## config.mk

```make
export PLATFORM = sky130hd
export DESIGN_NAME = sleep_wake_power_control
export DESIGN_NICKNAME = d
export VERILOG_FILES = /design/src/common/pwrseq_pkg.sv /design/src/rtl/fan_ctrl.sv /design/src/rtl/press_timer.sv /design/src/rtl/sleep_wake_power_control.sv
export SDC_FILE = /design/constraint.sdc
export NUM_CORES = 1
export LEC_CHECK = 0
export BUFFER_PORTS_ARGS = -buffer_cell sky130_fd_sc_hd__buf_2
export CAP_MARGIN = 20
export CORE_AREA = 2 2 245 198
export CTS_CLUSTER_DIAMETER = 150
export DETAILED_ROUTE_END_ITERATION = 12
export DIE_AREA = 0 0 247 200
export PLACE_DENSITY = 0.56
export REMOVE_ABC_BUFFERS = 1
export SLEW_MARGIN = 30
export SYNTH_ARGS = -nofsm -noshare
export SYNTH_HDL_FRONTEND = slang
export SYNTH_HIERARCHICAL = 1
export SYNTH_SLANG_ARGS = --single-unit
```

## constraint.sdc

```tcl
create_clock -name mclk_i -period 4.35 [get_ports mclk_i]
set_input_delay 0.435 -clock mclk_i [delete_from_list [all_inputs] [get_ports mclk_i]]
set_output_delay 0.435 -clock mclk_i [all_outputs]
set_load 0.03 [all_outputs]
```

## src/common/pwrseq_pkg.sv

```systemverilog
// Shared constants and types for the sleep and wake power controller
package pwrseq_pkg;

  localparam int CLK_MHZ = 125;

  // Sleeping and working states, Gray coded along S5-S0-S1-S3-S4
  typedef enum logic [2:0] {
    PS_S5 = 3'h0,
    PS_S0 = 3'h1,
    PS_S1 = 3'h3,
    PS_S3 = 3'h2,
    PS_S4 = 3'h6
  } pstate_t;

  // One bit per wake source; usb is bit 0
  typedef struct packed {
    logic net;
    logic pme;
    logic sw;
    logic ps2;
    logic rtc;
    logic serial;
    logic usb;
  } wake_src_t;

  typedef struct packed {
    logic [1:0] policy;
    logic       sleep_s3;
    logic       dual_led;
    logic       pm_event_wake_enable;
  } ctrl_t;

  typedef struct packed {
    logic [7:0] duty;
    logic [7:0] tach;
  } fan_stat_t;

  // Restore policy after AC loss
  localparam logic [1:0] RESTORE_OFF  = 2'h0;
  localparam logic [1:0] RESTORE_ON   = 2'h1;
  localparam logic [1:0] RESTORE_LAST = 2'h2;

  // Register byte offsets
  localparam logic [7:0] REG_CTRL      = 8'h00;
  localparam logic [7:0] REG_SLEEP_CMD = 8'h04;
  localparam logic [7:0] REG_STATE     = 8'h08;
  localparam logic [7:0] REG_IRQ_STAT  = 8'h0c;
  localparam logic [7:0] REG_IRQ_MASK  = 8'h10;
  localparam logic [7:0] REG_FAN_TGT   = 8'h14;
  localparam logic [7:0] REG_FAN_STAT  = 8'h18;

  // Sleep command codes
  localparam logic [2:0] CMD_S1 = 3'h1;
  localparam logic [2:0] CMD_S3 = 3'h3;
  localparam logic [2:0] CMD_S4 = 3'h4;
  localparam logic [2:0] CMD_S5 = 3'h5;

  // Interrupt status bit positions
  localparam int IRQ_WAKE  = 0;
  localparam int IRQ_SHORT = 1;
  localparam int IRQ_LONG  = 2;
  localparam int IRQ_BOOT  = 3;

  localparam ctrl_t      CTRL_RST    = '{policy: RESTORE_LAST, default: 1'b0};
  localparam logic [7:0] FAN_TGT_RST = 8'h3c;

  // Times and their cycle counts
  localparam int LONG_PRESS_MS       = 4000;
  localparam int LONG_PRESS_CYC_DEF  = LONG_PRESS_MS * CLK_MHZ * 1000;
  localparam int PLT_RST_US          = 16;
  localparam int PLT_RST_CYC         = PLT_RST_US * CLK_MHZ;
  localparam int TACH_WIN_MS         = 1000;
  localparam int TACH_WIN_CYC_DEF    = TACH_WIN_MS * CLK_MHZ * 1000;
  localparam int FAN_LOOP_MS         = 100;
  localparam int FAN_LOOP_CYC_DEF    = FAN_LOOP_MS * CLK_MHZ * 1000;
  localparam int PWM_DIV_CYC         = 20;

endpackage

```

## src/rtl/fan_ctrl.sv

```systemverilog
// One fan channel: tach counting, closed-loop duty and PWM drive
`timescale 1ns/1ps
`default_nettype none
module fan_ctrl import pwrseq_pkg::*; #(
  parameter int WIN_CYC  = TACH_WIN_CYC_DEF,
  parameter int LOOP_CYC = FAN_LOOP_CYC_DEF
) (
  // Clock and reset
  input  wire logic       mclk_i,
  input  wire logic       rst_b_i,
  // Control
  input  wire logic       en_i,
  input  wire logic [7:0] temp_i,
  input  wire logic [7:0] target_i,
  input  wire logic       tach_i,
  // Drive and status
  output logic            pwm_o,
  output fan_stat_t       stat_o
);

  logic [31:0] win_ff, nxt_win;
  logic [31:0] loop_ff, nxt_loop;
  logic [7:0]  div_ff, nxt_div;
  logic [7:0]  ramp_ff, nxt_ramp;
  logic [7:0]  edges_ff, nxt_edges;
  logic        tach_d_ff, nxt_tach_d;
  logic        pwm_ff, nxt_pwm;
  fan_stat_t   stat_ff, nxt_stat;
  logic        tick;

  assign tick = (loop_ff == 32'(LOOP_CYC - 1));

  always_comb begin
    nxt_tach_d = tach_i;
    nxt_win    = (win_ff == 32'(WIN_CYC - 1)) ? 32'h0 : win_ff + 32'h1;
    nxt_loop   = tick ? 32'h0 : loop_ff + 32'h1;
    nxt_div    = (div_ff == 8'(PWM_DIV_CYC - 1)) ? 8'h0 : div_ff + 8'h1;
    nxt_ramp   = (div_ff == 8'(PWM_DIV_CYC - 1)) ? ramp_ff + 8'h1 : ramp_ff;
    nxt_edges  = edges_ff;
    nxt_stat   = stat_ff;
    // Each fan counts its own tach edges per window
    if (tach_i && !tach_d_ff && edges_ff != 8'hff) begin
      nxt_edges = edges_ff + 8'h1;
    end
    if (win_ff == 32'(WIN_CYC - 1)) begin
      nxt_stat.tach = nxt_edges;
      nxt_edges     = 8'h0;
    end
    if (!en_i) begin
      nxt_stat.duty = 8'h0;
    end else if (tick) begin
      if (temp_i > target_i && stat_ff.duty != 8'hff) begin
        nxt_stat.duty = stat_ff.duty + 8'h1;
      end else if (temp_i < target_i && stat_ff.duty != 8'h0) begin
        nxt_stat.duty = stat_ff.duty - 8'h1;
      end
    end
    nxt_pwm = en_i && (ramp_ff < stat_ff.duty);
  end

  always_ff @(posedge mclk_i) begin
    if (!rst_b_i) begin
      win_ff    <= 32'h0;
      loop_ff   <= 32'h0;
      div_ff    <= 8'h0;
      ramp_ff   <= 8'h0;
      edges_ff  <= 8'h0;
      tach_d_ff <= 1'b0;
      pwm_ff    <= 1'b0;
      stat_ff   <= '0;
    end else begin
      win_ff    <= nxt_win;
      loop_ff   <= nxt_loop;
      div_ff    <= nxt_div;
      ramp_ff   <= nxt_ramp;
      edges_ff  <= nxt_edges;
      tach_d_ff <= nxt_tach_d;
      pwm_ff    <= nxt_pwm;
      stat_ff   <= nxt_stat;
    end
  end

  assign pwm_o  = pwm_ff;
  assign stat_o = stat_ff;
endmodule
`default_nettype wire

```

## src/rtl/press_timer.sv

```systemverilog
// Power switch press length classifier: short press on release, long press while held
`timescale 1ns/1ps
`default_nettype none
module press_timer import pwrseq_pkg::*; #(
  parameter int LONG_CYC = LONG_PRESS_CYC_DEF
) (
  // Clock and reset
  input  wire logic mclk_i,
  input  wire logic rst_b_i,
  // Switch level and events
  input  wire logic pressed_i,
  output logic      short_o,
  output logic      long_o
);

  logic [31:0] cnt_ff, nxt_cnt;
  logic        held_ff, nxt_held;
  logic        done_ff, nxt_done;
  logic        short_ff, nxt_short;
  logic        long_ff, nxt_long;

  always_comb begin
    nxt_held  = pressed_i;
    nxt_cnt   = pressed_i ? cnt_ff : 32'h0;
    nxt_done  = pressed_i & done_ff;
    nxt_short = 1'b0;
    nxt_long  = 1'b0;
    if (pressed_i && !done_ff) begin
      if (cnt_ff == 32'(LONG_CYC - 1)) begin
        nxt_long = 1'b1;
        nxt_done = 1'b1;
      end else begin
        nxt_cnt = cnt_ff + 32'h1;
      end
    end
    // A press that already counted as long gives no short event on release
    if (!pressed_i && held_ff && !done_ff) begin
      nxt_short = 1'b1;
    end
  end

  always_ff @(posedge mclk_i) begin
    if (!rst_b_i) begin
      cnt_ff   <= 32'h0;
      held_ff  <= 1'b0;
      done_ff  <= 1'b0;
      short_ff <= 1'b0;
      long_ff  <= 1'b0;
    end else begin
      cnt_ff   <= nxt_cnt;
      held_ff  <= nxt_held;
      done_ff  <= nxt_done;
      short_ff <= nxt_short;
      long_ff  <= nxt_long;
    end
  end

  assign short_o = short_ff;
  assign long_o  = long_ff;
endmodule
`default_nettype wire

```

## src/rtl/sleep_wake_power_control.sv

```systemverilog
// Sleep state, wake source, fan, panel LED and AC restore controller
//
// Local design decisions: the register addresses and strobed register access.
`timescale 1ns/1ps
`default_nettype none
module sleep_wake_power_control import pwrseq_pkg::*; #(
  parameter int LONG_PRESS_CYC = LONG_PRESS_CYC_DEF,
  parameter int TACH_WIN_CYC   = TACH_WIN_CYC_DEF,
  parameter int FAN_LOOP_CYC   = FAN_LOOP_CYC_DEF
) (
  // Clock and reset
  input  wire logic            mclk_i,
  input  wire logic            rst_b_i,
  // Register port
  input  wire logic [7:0]      reg_addr_i,
  input  wire logic [31:0]     reg_wdata_i,
  input  wire logic            reg_wr_i,
  input  wire logic            reg_rd_i,
  output logic      [31:0]     reg_rdata_o,
  output logic                 irq_o,
  // Wake sources
  input  wire logic            usb_act_i,
  input  wire logic            ps2_act_i,
  input  wire logic            serial_act_i,
  input  wire logic            pme_b_i,
  input  wire logic            net_wake_i,
  input  wire logic            rtc_alarm_i,
  input  wire logic            pwr_sw_b_i,
  // Battery-held settings
  input  wire logic            last_on_i,
  input  wire logic [1:0]      restore_policy_i,
  output logic                 last_on_o,
  output logic      [1:0]      restore_policy_o,
  // Supply and panel
  output logic                 ps_on_b_o,
  output logic                 plt_rst_b_o,
  output logic                 led_green_o,
  output logic                 led_amber_o,
  // Fans: index 0 processor, index 1 front
  input  wire logic [1:0][7:0] fan_temp_i,
  input  wire logic [1:0]      fan_tach_i,
  output logic      [1:0]      fan_pwm_o
);

  function automatic wake_src_t allowed_src(pstate_t s, logic pme_en);
    wake_src_t a;
    a = '0;
    if (s == PS_S1 || s == PS_S3) begin
      a = '1;
      a.pme = pme_en;
    end else if (s == PS_S4 || s == PS_S5) begin
      a.net = 1'b1;
      a.pme = pme_en;
      a.sw  = 1'b1;
      a.rtc = 1'b1;
    end
    return a;
  endfunction

  pstate_t          state_ff, nxt_state;
  ctrl_t            ctrl_ff, nxt_ctrl;
  logic             boot_ff, nxt_boot;
  logic [15:0]      prst_ff, nxt_prst;
  logic [3:0]       stat_ff, nxt_stat;
  logic [3:0]       mask_ff, nxt_mask;
  logic [1:0][7:0]  tgt_ff, nxt_tgt;
  wake_src_t        last_src_ff, nxt_last_src;
  logic [31:0]      rdata_ff, nxt_rdata;
  logic             irq_ff, nxt_irq;
  logic             ps_on_b_ff, nxt_ps_on_b;
  logic             green_ff, nxt_green;
  logic             amber_ff, nxt_amber;
  logic             last_on_ff, nxt_last_on;
  logic             plt_b_ff, nxt_plt_b;
  logic             short_pr;
  logic             long_pr;
  logic             fan_en;
  wake_src_t        src;
  wake_src_t        hit;
  fan_stat_t [1:0]  fan_stat;
  logic [3:0]       events;
  logic             sleeping;
  logic             wr_cmd;

  press_timer #(
    .LONG_CYC (LONG_PRESS_CYC)
  ) u_press (
    .mclk_i    (mclk_i),
    .rst_b_i   (rst_b_i),
    .pressed_i (!pwr_sw_b_i),
    .short_o   (short_pr),
    .long_o    (long_pr)
  );

  // Fans run in S0 and in S1, where the processor keeps its power
  assign fan_en = (state_ff == PS_S0) || (state_ff == PS_S1);

  for (genvar f = 0; f < 2; f++) begin : g_fan
    fan_ctrl #(
      .WIN_CYC  (TACH_WIN_CYC),
      .LOOP_CYC (FAN_LOOP_CYC)
    ) u_fan (
      .mclk_i   (mclk_i),
      .rst_b_i  (rst_b_i),
      .en_i     (fan_en),
      .temp_i   (fan_temp_i[f]),
      .target_i (tgt_ff[f]),
      .tach_i   (fan_tach_i[f]),
      .pwm_o    (fan_pwm_o[f]),
      .stat_o   (fan_stat[f])
    );
  end

  always_comb begin
    src        = '0;
    src.net    = net_wake_i;
    src.pme    = !pme_b_i;
    src.sw     = short_pr;
    src.ps2    = ps2_act_i;
    src.rtc    = rtc_alarm_i;
    src.serial = serial_act_i;
    src.usb    = usb_act_i;
  end

  // Disallowed sources are masked here and never stored
  assign hit      = src & allowed_src(state_ff, ctrl_ff.pm_event_wake_enable);
  assign sleeping = (state_ff != PS_S0);
  assign wr_cmd   = reg_wr_i && (reg_addr_i == REG_SLEEP_CMD);

  // Power state sequencing
  always_comb begin
    nxt_state    = state_ff;
    nxt_boot     = 1'b0;
    nxt_prst     = (prst_ff != 16'h0) ? prst_ff - 16'h1 : 16'h0;
    nxt_last_src = last_src_ff;
    if (boot_ff) begin
      if (restore_policy_i == RESTORE_ON ||
          (restore_policy_i == RESTORE_LAST && last_on_i)) begin
        nxt_state = PS_S0;
        nxt_prst  = 16'(PLT_RST_CYC);
      end else begin
        nxt_state = PS_S5;
      end
    end else if (long_pr) begin
      nxt_state = PS_S5;
    end else if (!sleeping) begin
      if (wr_cmd) begin
        unique case (reg_wdata_i[2:0])
          CMD_S1:  nxt_state = PS_S1;
          CMD_S3:  nxt_state = PS_S3;
          CMD_S4:  nxt_state = PS_S4;
          CMD_S5:  nxt_state = PS_S5;
          default: nxt_state = state_ff;
        endcase
      end else if (short_pr) begin
        nxt_state = ctrl_ff.sleep_s3 ? PS_S3 : PS_S1;
      end
    end else if (hit != '0) begin
      nxt_state    = PS_S0;
      nxt_last_src = hit;
      // Only a resume from disk or soft-off needs a platform reset
      if (state_ff == PS_S4 || state_ff == PS_S5) begin
        nxt_prst = 16'(PLT_RST_CYC);
      end
    end
    nxt_plt_b    = (nxt_prst == 16'h0) && nxt_state != PS_S5 && nxt_state != PS_S4;
  end

  always_ff @(posedge mclk_i) begin
    if (!rst_b_i) begin
      state_ff    <= PS_S5;
      boot_ff     <= 1'b1;
      prst_ff     <= 16'h0;
      last_src_ff <= '0;
      plt_b_ff    <= 1'b0;
    end else begin
      state_ff    <= nxt_state;
      boot_ff     <= nxt_boot;
      prst_ff     <= nxt_prst;
      last_src_ff <= nxt_last_src;
      plt_b_ff    <= nxt_plt_b;
    end
  end

  // Supply, LED and saved-state outputs
  always_comb begin
    nxt_ps_on_b = !(state_ff == PS_S0 || state_ff == PS_S1);
    nxt_green   = (state_ff == PS_S0 || state_ff == PS_S1);
    nxt_amber   = (state_ff == PS_S3) && ctrl_ff.dual_led;
    nxt_last_on = boot_ff ? last_on_ff : (state_ff != PS_S5 && state_ff != PS_S4);
  end

  always_ff @(posedge mclk_i) begin
    if (!rst_b_i) begin
      ps_on_b_ff <= 1'b1;
      green_ff   <= 1'b0;
      amber_ff   <= 1'b0;
      last_on_ff <= 1'b0;
    end else begin
      ps_on_b_ff <= nxt_ps_on_b;
      green_ff   <= nxt_green;
      amber_ff   <= nxt_amber;
      last_on_ff <= nxt_last_on;
    end
  end

  // Register file and interrupt
  assign events = {boot_ff, long_pr, short_pr, sleeping && (hit != '0)};

  always_comb begin
    nxt_ctrl  = ctrl_ff;
    nxt_mask  = mask_ff;
    nxt_tgt   = tgt_ff;
    nxt_rdata = 32'h0;
    nxt_stat  = stat_ff | events;
    if (boot_ff) begin
      nxt_ctrl.policy = restore_policy_i;
    end
    if (reg_wr_i) begin
      unique case (reg_addr_i)
        REG_CTRL:     nxt_ctrl = reg_wdata_i[4:0];
        REG_IRQ_MASK: nxt_mask = reg_wdata_i[3:0];
        REG_FAN_TGT:  nxt_tgt  = reg_wdata_i[15:0];
        default:      nxt_ctrl = nxt_ctrl;
      endcase
    end
    if (reg_rd_i) begin
      unique case (reg_addr_i)
        REG_CTRL:     nxt_rdata = {27'h0, ctrl_ff};
        REG_STATE:    nxt_rdata = {19'h0, last_on_ff, last_src_ff, 2'h0, state_ff};
        REG_IRQ_STAT: nxt_rdata = {28'h0, stat_ff};
        REG_IRQ_MASK: nxt_rdata = {28'h0, mask_ff};
        REG_FAN_TGT:  nxt_rdata = {16'h0, tgt_ff};
        REG_FAN_STAT: nxt_rdata = fan_stat;
        default:      nxt_rdata = 32'h0;
      endcase
      // New events in the reading cycle survive the clear
      if (reg_addr_i == REG_IRQ_STAT) begin
        nxt_stat = events;
      end
    end
    nxt_irq = |(nxt_stat & nxt_mask);
  end

  always_ff @(posedge mclk_i) begin
    if (!rst_b_i) begin
      ctrl_ff  <= CTRL_RST;
      mask_ff  <= 4'h0;
      tgt_ff   <= {FAN_TGT_RST, FAN_TGT_RST};
      rdata_ff <= 32'h0;
      stat_ff  <= 4'h0;
      irq_ff   <= 1'b0;
    end else begin
      ctrl_ff  <= nxt_ctrl;
      mask_ff  <= nxt_mask;
      tgt_ff   <= nxt_tgt;
      rdata_ff <= nxt_rdata;
      stat_ff  <= nxt_stat;
      irq_ff   <= nxt_irq;
    end
  end

  assign reg_rdata_o      = rdata_ff;
  assign irq_o            = irq_ff;
  assign ps_on_b_o        = ps_on_b_ff;
  assign plt_rst_b_o      = plt_b_ff;
  assign led_green_o      = green_ff;
  assign led_amber_o      = amber_ff;
  assign last_on_o        = last_on_ff;
  assign restore_policy_o = ctrl_ff.policy;

  logic light;
  logic deep;
  logic calm;
  assign light = (state_ff == PS_S1) || (state_ff == PS_S3);
  assign deep  = (state_ff == PS_S4) || (state_ff == PS_S5);
  assign calm  = !boot_ff && !long_pr;
endmodule
`default_nettype wire
```

# Yosys cells after proc, flatten, opt, wreduce, memory -nomap -nowiden
# Cells that the tools add are included.
[totals]
word_cells = 207
inputBits = 72
regBits = 342
output_inout_bits = 42
[op_classes]
reduce_logical = 56
n_lt_le_gt_ge = 6
mux = 44
bitwise = 7
n_addsub = 16
n_eq_ne = 30
[ops]
columns = ["operator", "count"]
rows = [
  ["$pmux W32 S6", 1],
  ["$add A32 B1 Y32 const B", 5],
  ["$mux W16", 7],
  ["$mux W32", 3],
  ["$add A8 B1 Y8 const B", 8],
  ["$eq A32 B24 Y1 const B", 2],
  ["$eq A32 B27 Y1 const B", 2],
  ["$mux W8", 6],
  ["$eq A8 B5 Y1 const B", 5],
  ["$eq A32 B29 Y1 const B", 1],
  ["$lt A8 B8 Y1", 4],
  ["$ne A8 B8 Y1 const B", 4],
  ["$mux W3", 8],
  ["$logic_and A1 B1 Y1", 20],
  ["$eq A8 B4 Y1 const B", 2],
  ["$gt A8 B8 Y1", 2],
  ["$logic_not A16 Y1", 1],
  ["$mux W4", 4],
  ["$reduce_bool A16 Y1", 1],
  ["$reduce_bool A8 Y1", 2],
  ["$sub A16 B1 Y16 const B", 1],
  ["$sub A8 B1 Y8 const B", 2],
  ["$reduce_and A2 Y1", 7],
  ["$pmux W3 S4", 1],
  ["other kinds (26)", 60],
]

# Depth between registers and ports, before layout
[depth]
depth_word = 13
depth_mapped = 15
ltp_nobuf = 14

# Hierarchy
# Netlist, hierarchy kept.
[modules_own_cells]
columns = ["mod", "n_inst", "cells_per_inst", "area_each_um2", "seq_area_each_um2"]
rows = [
  ["fan_ctrl", 2, 606, 5265.0, 2122.0],
  ["sleep_wake_power_control", 1, 453, 3931.3, 1881.8],
  ["press_timer", 1, 225, 1821.7, 720.7],
]

# Worst setup path before layout
# No wires, ideal clock.
[synth_path]
path_kind = "in2reg"
start = "input fan_temp_i[5] in the netlist's numbering"
end = "register g_fan[0].u_fan.stat_ff (netlist bit g_fan[0].u_fan/stat_o[15])"
setup_ps = 72
path_buffers = 1
setup_slack_ps = 778
cell_stages = 13
required_time_ps = 4278
t_arrival_ps = 3500
path_cell_list = "ha_1 > a211oi_1 > nor2_1 > or2_0 > clkbuf_1 > o21ai_0 > ha_1 > a211oi_1 > a21oi_1 > o41a_1 > o21bai_1 > a211oi_1 > mux2i_1"
[synth_via]
elab_chain_len = 4
elab_cells_between_ends = 7
cone_classes = "2 x order compare; 1 x mux; 4 x reduce/logical"
[synth_rtl]
columns = ["element", "line", "source"]
rows = [
  ["start: declaration", "sleep_wake_power_control.sv:40", "input wire logic [1:0][7:0] fan_temp_i,"],
  ["$lt A8 B8 Y1 or $gt A8 B8 Y1 (tied branches)", "fan_ctrl.sv:54, fan_ctrl.sv:52", ""],
  ["$logic_and A1 B1 Y1 (on tied branches)", "fan_ctrl.sv:54, fan_ctrl.sv:52", ""],
  ["$reduce_bool A2 Y1 (no source line)", "-", ""],
  ["$reduce_and A2 Y1 (no source line)", "-", ""],
  ["end signal: assignment", "fan_ctrl.sv:79", "stat_ff <= nxt_stat;"],
  ["end: declaration", "fan_ctrl.sv:28", "fan_stat_t stat_ff, nxt_stat;"],
]
# Several ways; a longest one is shown, not always the timed one.
# A chain may end at the register's enable or synchronous reset.

# Worst setup path after layout
[layout_path]
start = "register tgt_ff[13] in the netlist's numbering"
end = "register g_fan[1].u_fan.stat_ff (netlist bit g_fan[1].u_fan/stat_o[15])"
[layout_via]
elab_chain_len = 4
elab_cells_between_ends = 7
cone_classes = "2 x order compare; 1 x mux; 4 x reduce/logical"
[layout_rtl]
columns = ["element", "line", "source"]
rows = [
  ["start: declaration", "sleep_wake_power_control.sv:66", "logic [1:0][7:0] tgt_ff, nxt_tgt;"],
  ["start signal: assignment", "sleep_wake_power_control.sv:249", "tgt_ff <= {FAN_TGT_RST, FAN_TGT_RST};"],
  ["start signal: assignment", "sleep_wake_power_control.sv:256", "tgt_ff <= nxt_tgt;"],
  ["$lt A8 B8 Y1 or $gt A8 B8 Y1 (tied branches)", "fan_ctrl.sv:54, fan_ctrl.sv:52", ""],
  ["$logic_and A1 B1 Y1 (on tied branches)", "fan_ctrl.sv:54, fan_ctrl.sv:52", ""],
  ["$reduce_bool A2 Y1 (no source line)", "-", ""],
  ["$reduce_and A2 Y1 (no source line)", "-", ""],
  ["end signal: assignment", "fan_ctrl.sv:79", ""],
  ["end: declaration", "fan_ctrl.sv:28", ""],
]
# Several ways; a longest one is shown, not always the timed one.

==> impl_metrics.tcl <==
set metrics [dict create \
    status "finished clean" \
    async_flop_share 0 \
    final_cells 2628 \
    overflow 0 \
    die_w_um 247 \
    tightest_slew_ns 0.9658 \
    nets 2110 \
    place_congestion 0.8358 \
    rsz0062_at_grt "false" \
    yosysWarnings 6 \
    slew_headroom 0.3512 \
    r2r_setup_slack_ns 0.66 \
    row_count 71 \
    min_delay_path_depth 2 \
    p_total_mw 7.025 \
    grt_use_total 0.1571 \
    whs_ns 0.1122 \
    fillerInstances 4661 \
    drive_gt1_frac 0.1061 \
    syn_inst 1890 \
    wl_per_cell_um 14.92 \
    clk_latency_ns 0.54 \
    post-route-drc-count 0 \
    min_period_ns 3.686 \
    finalHoldViolCount 0 \
    finalClockSkew_ns 0.02227 \
    hold_class "input port to flop" \
    reg2reg_depth 14 \
    synthTopCellsByArea "dfxtp_1, nor2_1, xnor2_1" \
    slew_violations 0 \
    fmax_mhz 271.3 \
    avgViaCountPerCell 5.099 \
    final_util 0.3999 \
    synthTopCellsByCount "dfxtp_1, nor2_1, nand2_1" \
    synth_ff_type "dfxtp_1" \
    grt_pass1_vias 12590 \
    htree_levels 2 \
    irDropWorstVdd_mv 0.2784 \
    dp_hpwl_um 28560 \
    crit_path_max_fanout 8 \
    io_buffer_count 97 \
    drtAntennaViolNets 0 \
    start_kind "flop" \
    start_util 0.3478 \
    rr_startpoint "tgt_ff[13]" \
    netlist_area_sq_um 16280 \
    firstDrtPassIters 5 \
    grt_max_degree 41 \
    synthDistinctLibCells 79 \
    placed_cells_incl_taps 2561 \
    die_area_sq_um 49400 \
    synth.most_common_cell "dfxtp_1" \
    cp.arrival_ns 4.16 \
    cts_buffer_depth 3 \
    ys_seq_elements 342 \
    leakage_nw 6.890 \
    drt_iter0_drc 871 \
    core_sq_um 46820 \
    clock-sinks 342 \
    min_from "fan_tach_i[1]" \
    crit_type "flop to flop" \
    numCtsBuffers 37 \
    required_ns 4.82 \
    cts_setup_buffers 0 \
    antenna_found_initial 3 \
    clkTransAtPathRegs_ns 0.06 \
    synth.largest_area_cell "dfxtp_1" \
    area_growth_pct 14.97 \
    max_cap_violations 0 \
    cts_resized 0 \
    whs_endpoint "g_fan[1].u_fan/tach_d_ff" \
    grt_pass1_wl_um 63970 \
    ios 114 \
    setup_tns_ns 0 \
    dr_total_vias 13400 \
    postCtsHoldBufs 0 \
    fin_crit_sh 0.8474 \
    synth_edf_count 0 \
    drt-total-wl_um 39220 \
    antennaDiodeCount 0 \
    cts_root_buf "clkbuf_16" \
    endpoint_kind "flop" \
    synth.top_cell.area_share 0.4205 \
    die_h_um 200 \
    yosysSeqAreaShare 0.4205 \
    worstReg2RegEnd "g_fan[1].u_fan/stat_o[15]" \
    final-setup-viol-count 0 \
    powerDensity_nw_per_um2 375.3 \
    cts_tree "built" \
    avgSynthCellArea_sq_um 8.615 \
]
placed cells by master (no fill, tap or decap), drive strengths merged, types with 9 or more instances in the layout:
cell    count
a211oi     11
a21oi      82
a22oi      14
and2       49
and3       38
and4       12
buf       109
clkbuf     48
clkinv     14
dfxtp     342
ha         56
inv        72
mux2i      30
nand2     165
nand2b     17
nand3     120
nand4      49
nor2      245
nor2b      46
nor3       44
nor4       35
nor4b      12
o21a       17
o21ai      57
o21bai      9
or3        26
or4        13
xnor2      93
xor2       87
cell families (layout without fill, tap and decap cells):
group | Yosys count | count (layout) | share of synthesized area
AO/OA/AOI/OAI | 261 | 261 | 0.1036
XOR/XNOR | 180 | 180 | 0.09682
adder cells (fa/ha/maj) | 58 | 58 | 0.04549
buffers and inverters | 130 | 248 | 0.03235
flip-flops | 342 | 342 | 0.4205
multiplexers | 33 | 33 | 0.02052
AND/OR/NAND/NOR | 886 | 886 | 0.2808
metrics by stage:
stage               setup WS [ns]  instance area [sq um]
floorplan                  0.8102                  16030
global placement           0.7175                  17390
detailed placement         0.6454                  17400
CTS                        0.7195                  18720
global route               0.3978                  18720
finish                     0.6637                  18720
metal layers:
| metal | up-vias | share of wire | GRT usage |
|---|---|---|---|
| li1 | 6789 | - | - |
| met1 | 6272 | 0.49 | 0.2244 |
| met2 | 274 | 0.42 | 0.2395 |
| met3 | 60 | 0.061 | 0.03329 |
| met4 | 6 | 0.019 | 0.04128 |
| met5 | - | 0.0011 | 0 |
how the worst max path moves through the flow:
stage / start / slack (ns) / to / cells after the start
5_1_grt: tgt_ff[13] / 0.40 / g_fan[1].u_fan/stat_o[15] / 14
3_3_place_gp: fan_temp_i[5] / 0.72 / g_fan[0].u_fan/stat_o[15] / 14
6_report: tgt_ff[13] / 0.66 / g_fan[1].u_fan/stat_o[15] / 14
3_5_place_dp: fan_temp_i[13] / 0.65 / g_fan[1].u_fan/stat_o[15] / 14
4_1_cts: tgt_ff[13] / 0.72 / g_fan[1].u_fan/stat_o[15] / 14
2_1_floorplan: fan_temp_i[5] / 0.81 / g_fan[0].u_fan/stat_o[15] / 12
critical path, cell delays in order (launching register included):
cell and delay, ns:
dfxtp_1 0.38, inv_1 0.08, ha_1 0.29, a211oi_1 0.20
nor2_1 0.10, or2_0 0.33, o21ai_0 0.26, buf_4 0.21
ha_1 0.28, a211oi_1 0.24, a21oi_1 0.14, o41a_1 0.37
o21bai_1 0.17, a211oi_1 0.35, mux2i_1 0.21
registers in the layout, summed over array words and instances (netlist names), 16 cells and up:
signal / flops
g_fan.u_fan/ramp_ff: 16
g_fan.u_fan/stat_o: 32
g_fan.u_fan/edges_ff: 16
u_press/cnt_ff: 32
tgt_ff: 16
reg_rdata_o: 32
g_fan.u_fan/loop_ff: 64
g_fan.u_fan/win_ff: 64
prst_ff: 16
g_fan.u_fan/div_ff: 16
layout make-up:
type / instances / area (sq um) / share of cell area
clock buffer: 48 / 1069 / 0.05708
inverter: 72 / 270.3 / 0.01444
clock inverter: 19 / 254.0 / 0.01357
timing repair buffer: 109 / 575.6 / 0.03074
multi-input combinational: 1418 / 8930 / 0.4770
tap: 620 / 775.7 / 0.04144
sequential: 342 / 6847 / 0.3657
power by group:
| group | switching [mW] | internal (mW) | leakage (nW) |
|---|---|---|---|
| clock network | 1.35 | 2.05 | 0.663 |
| logic | 0.235 | 0.161 | 3.46 |
| registers | 0.0525 | 3.18 | 2.77 |
Note: power is estimated with default switching activity, not from simulation.
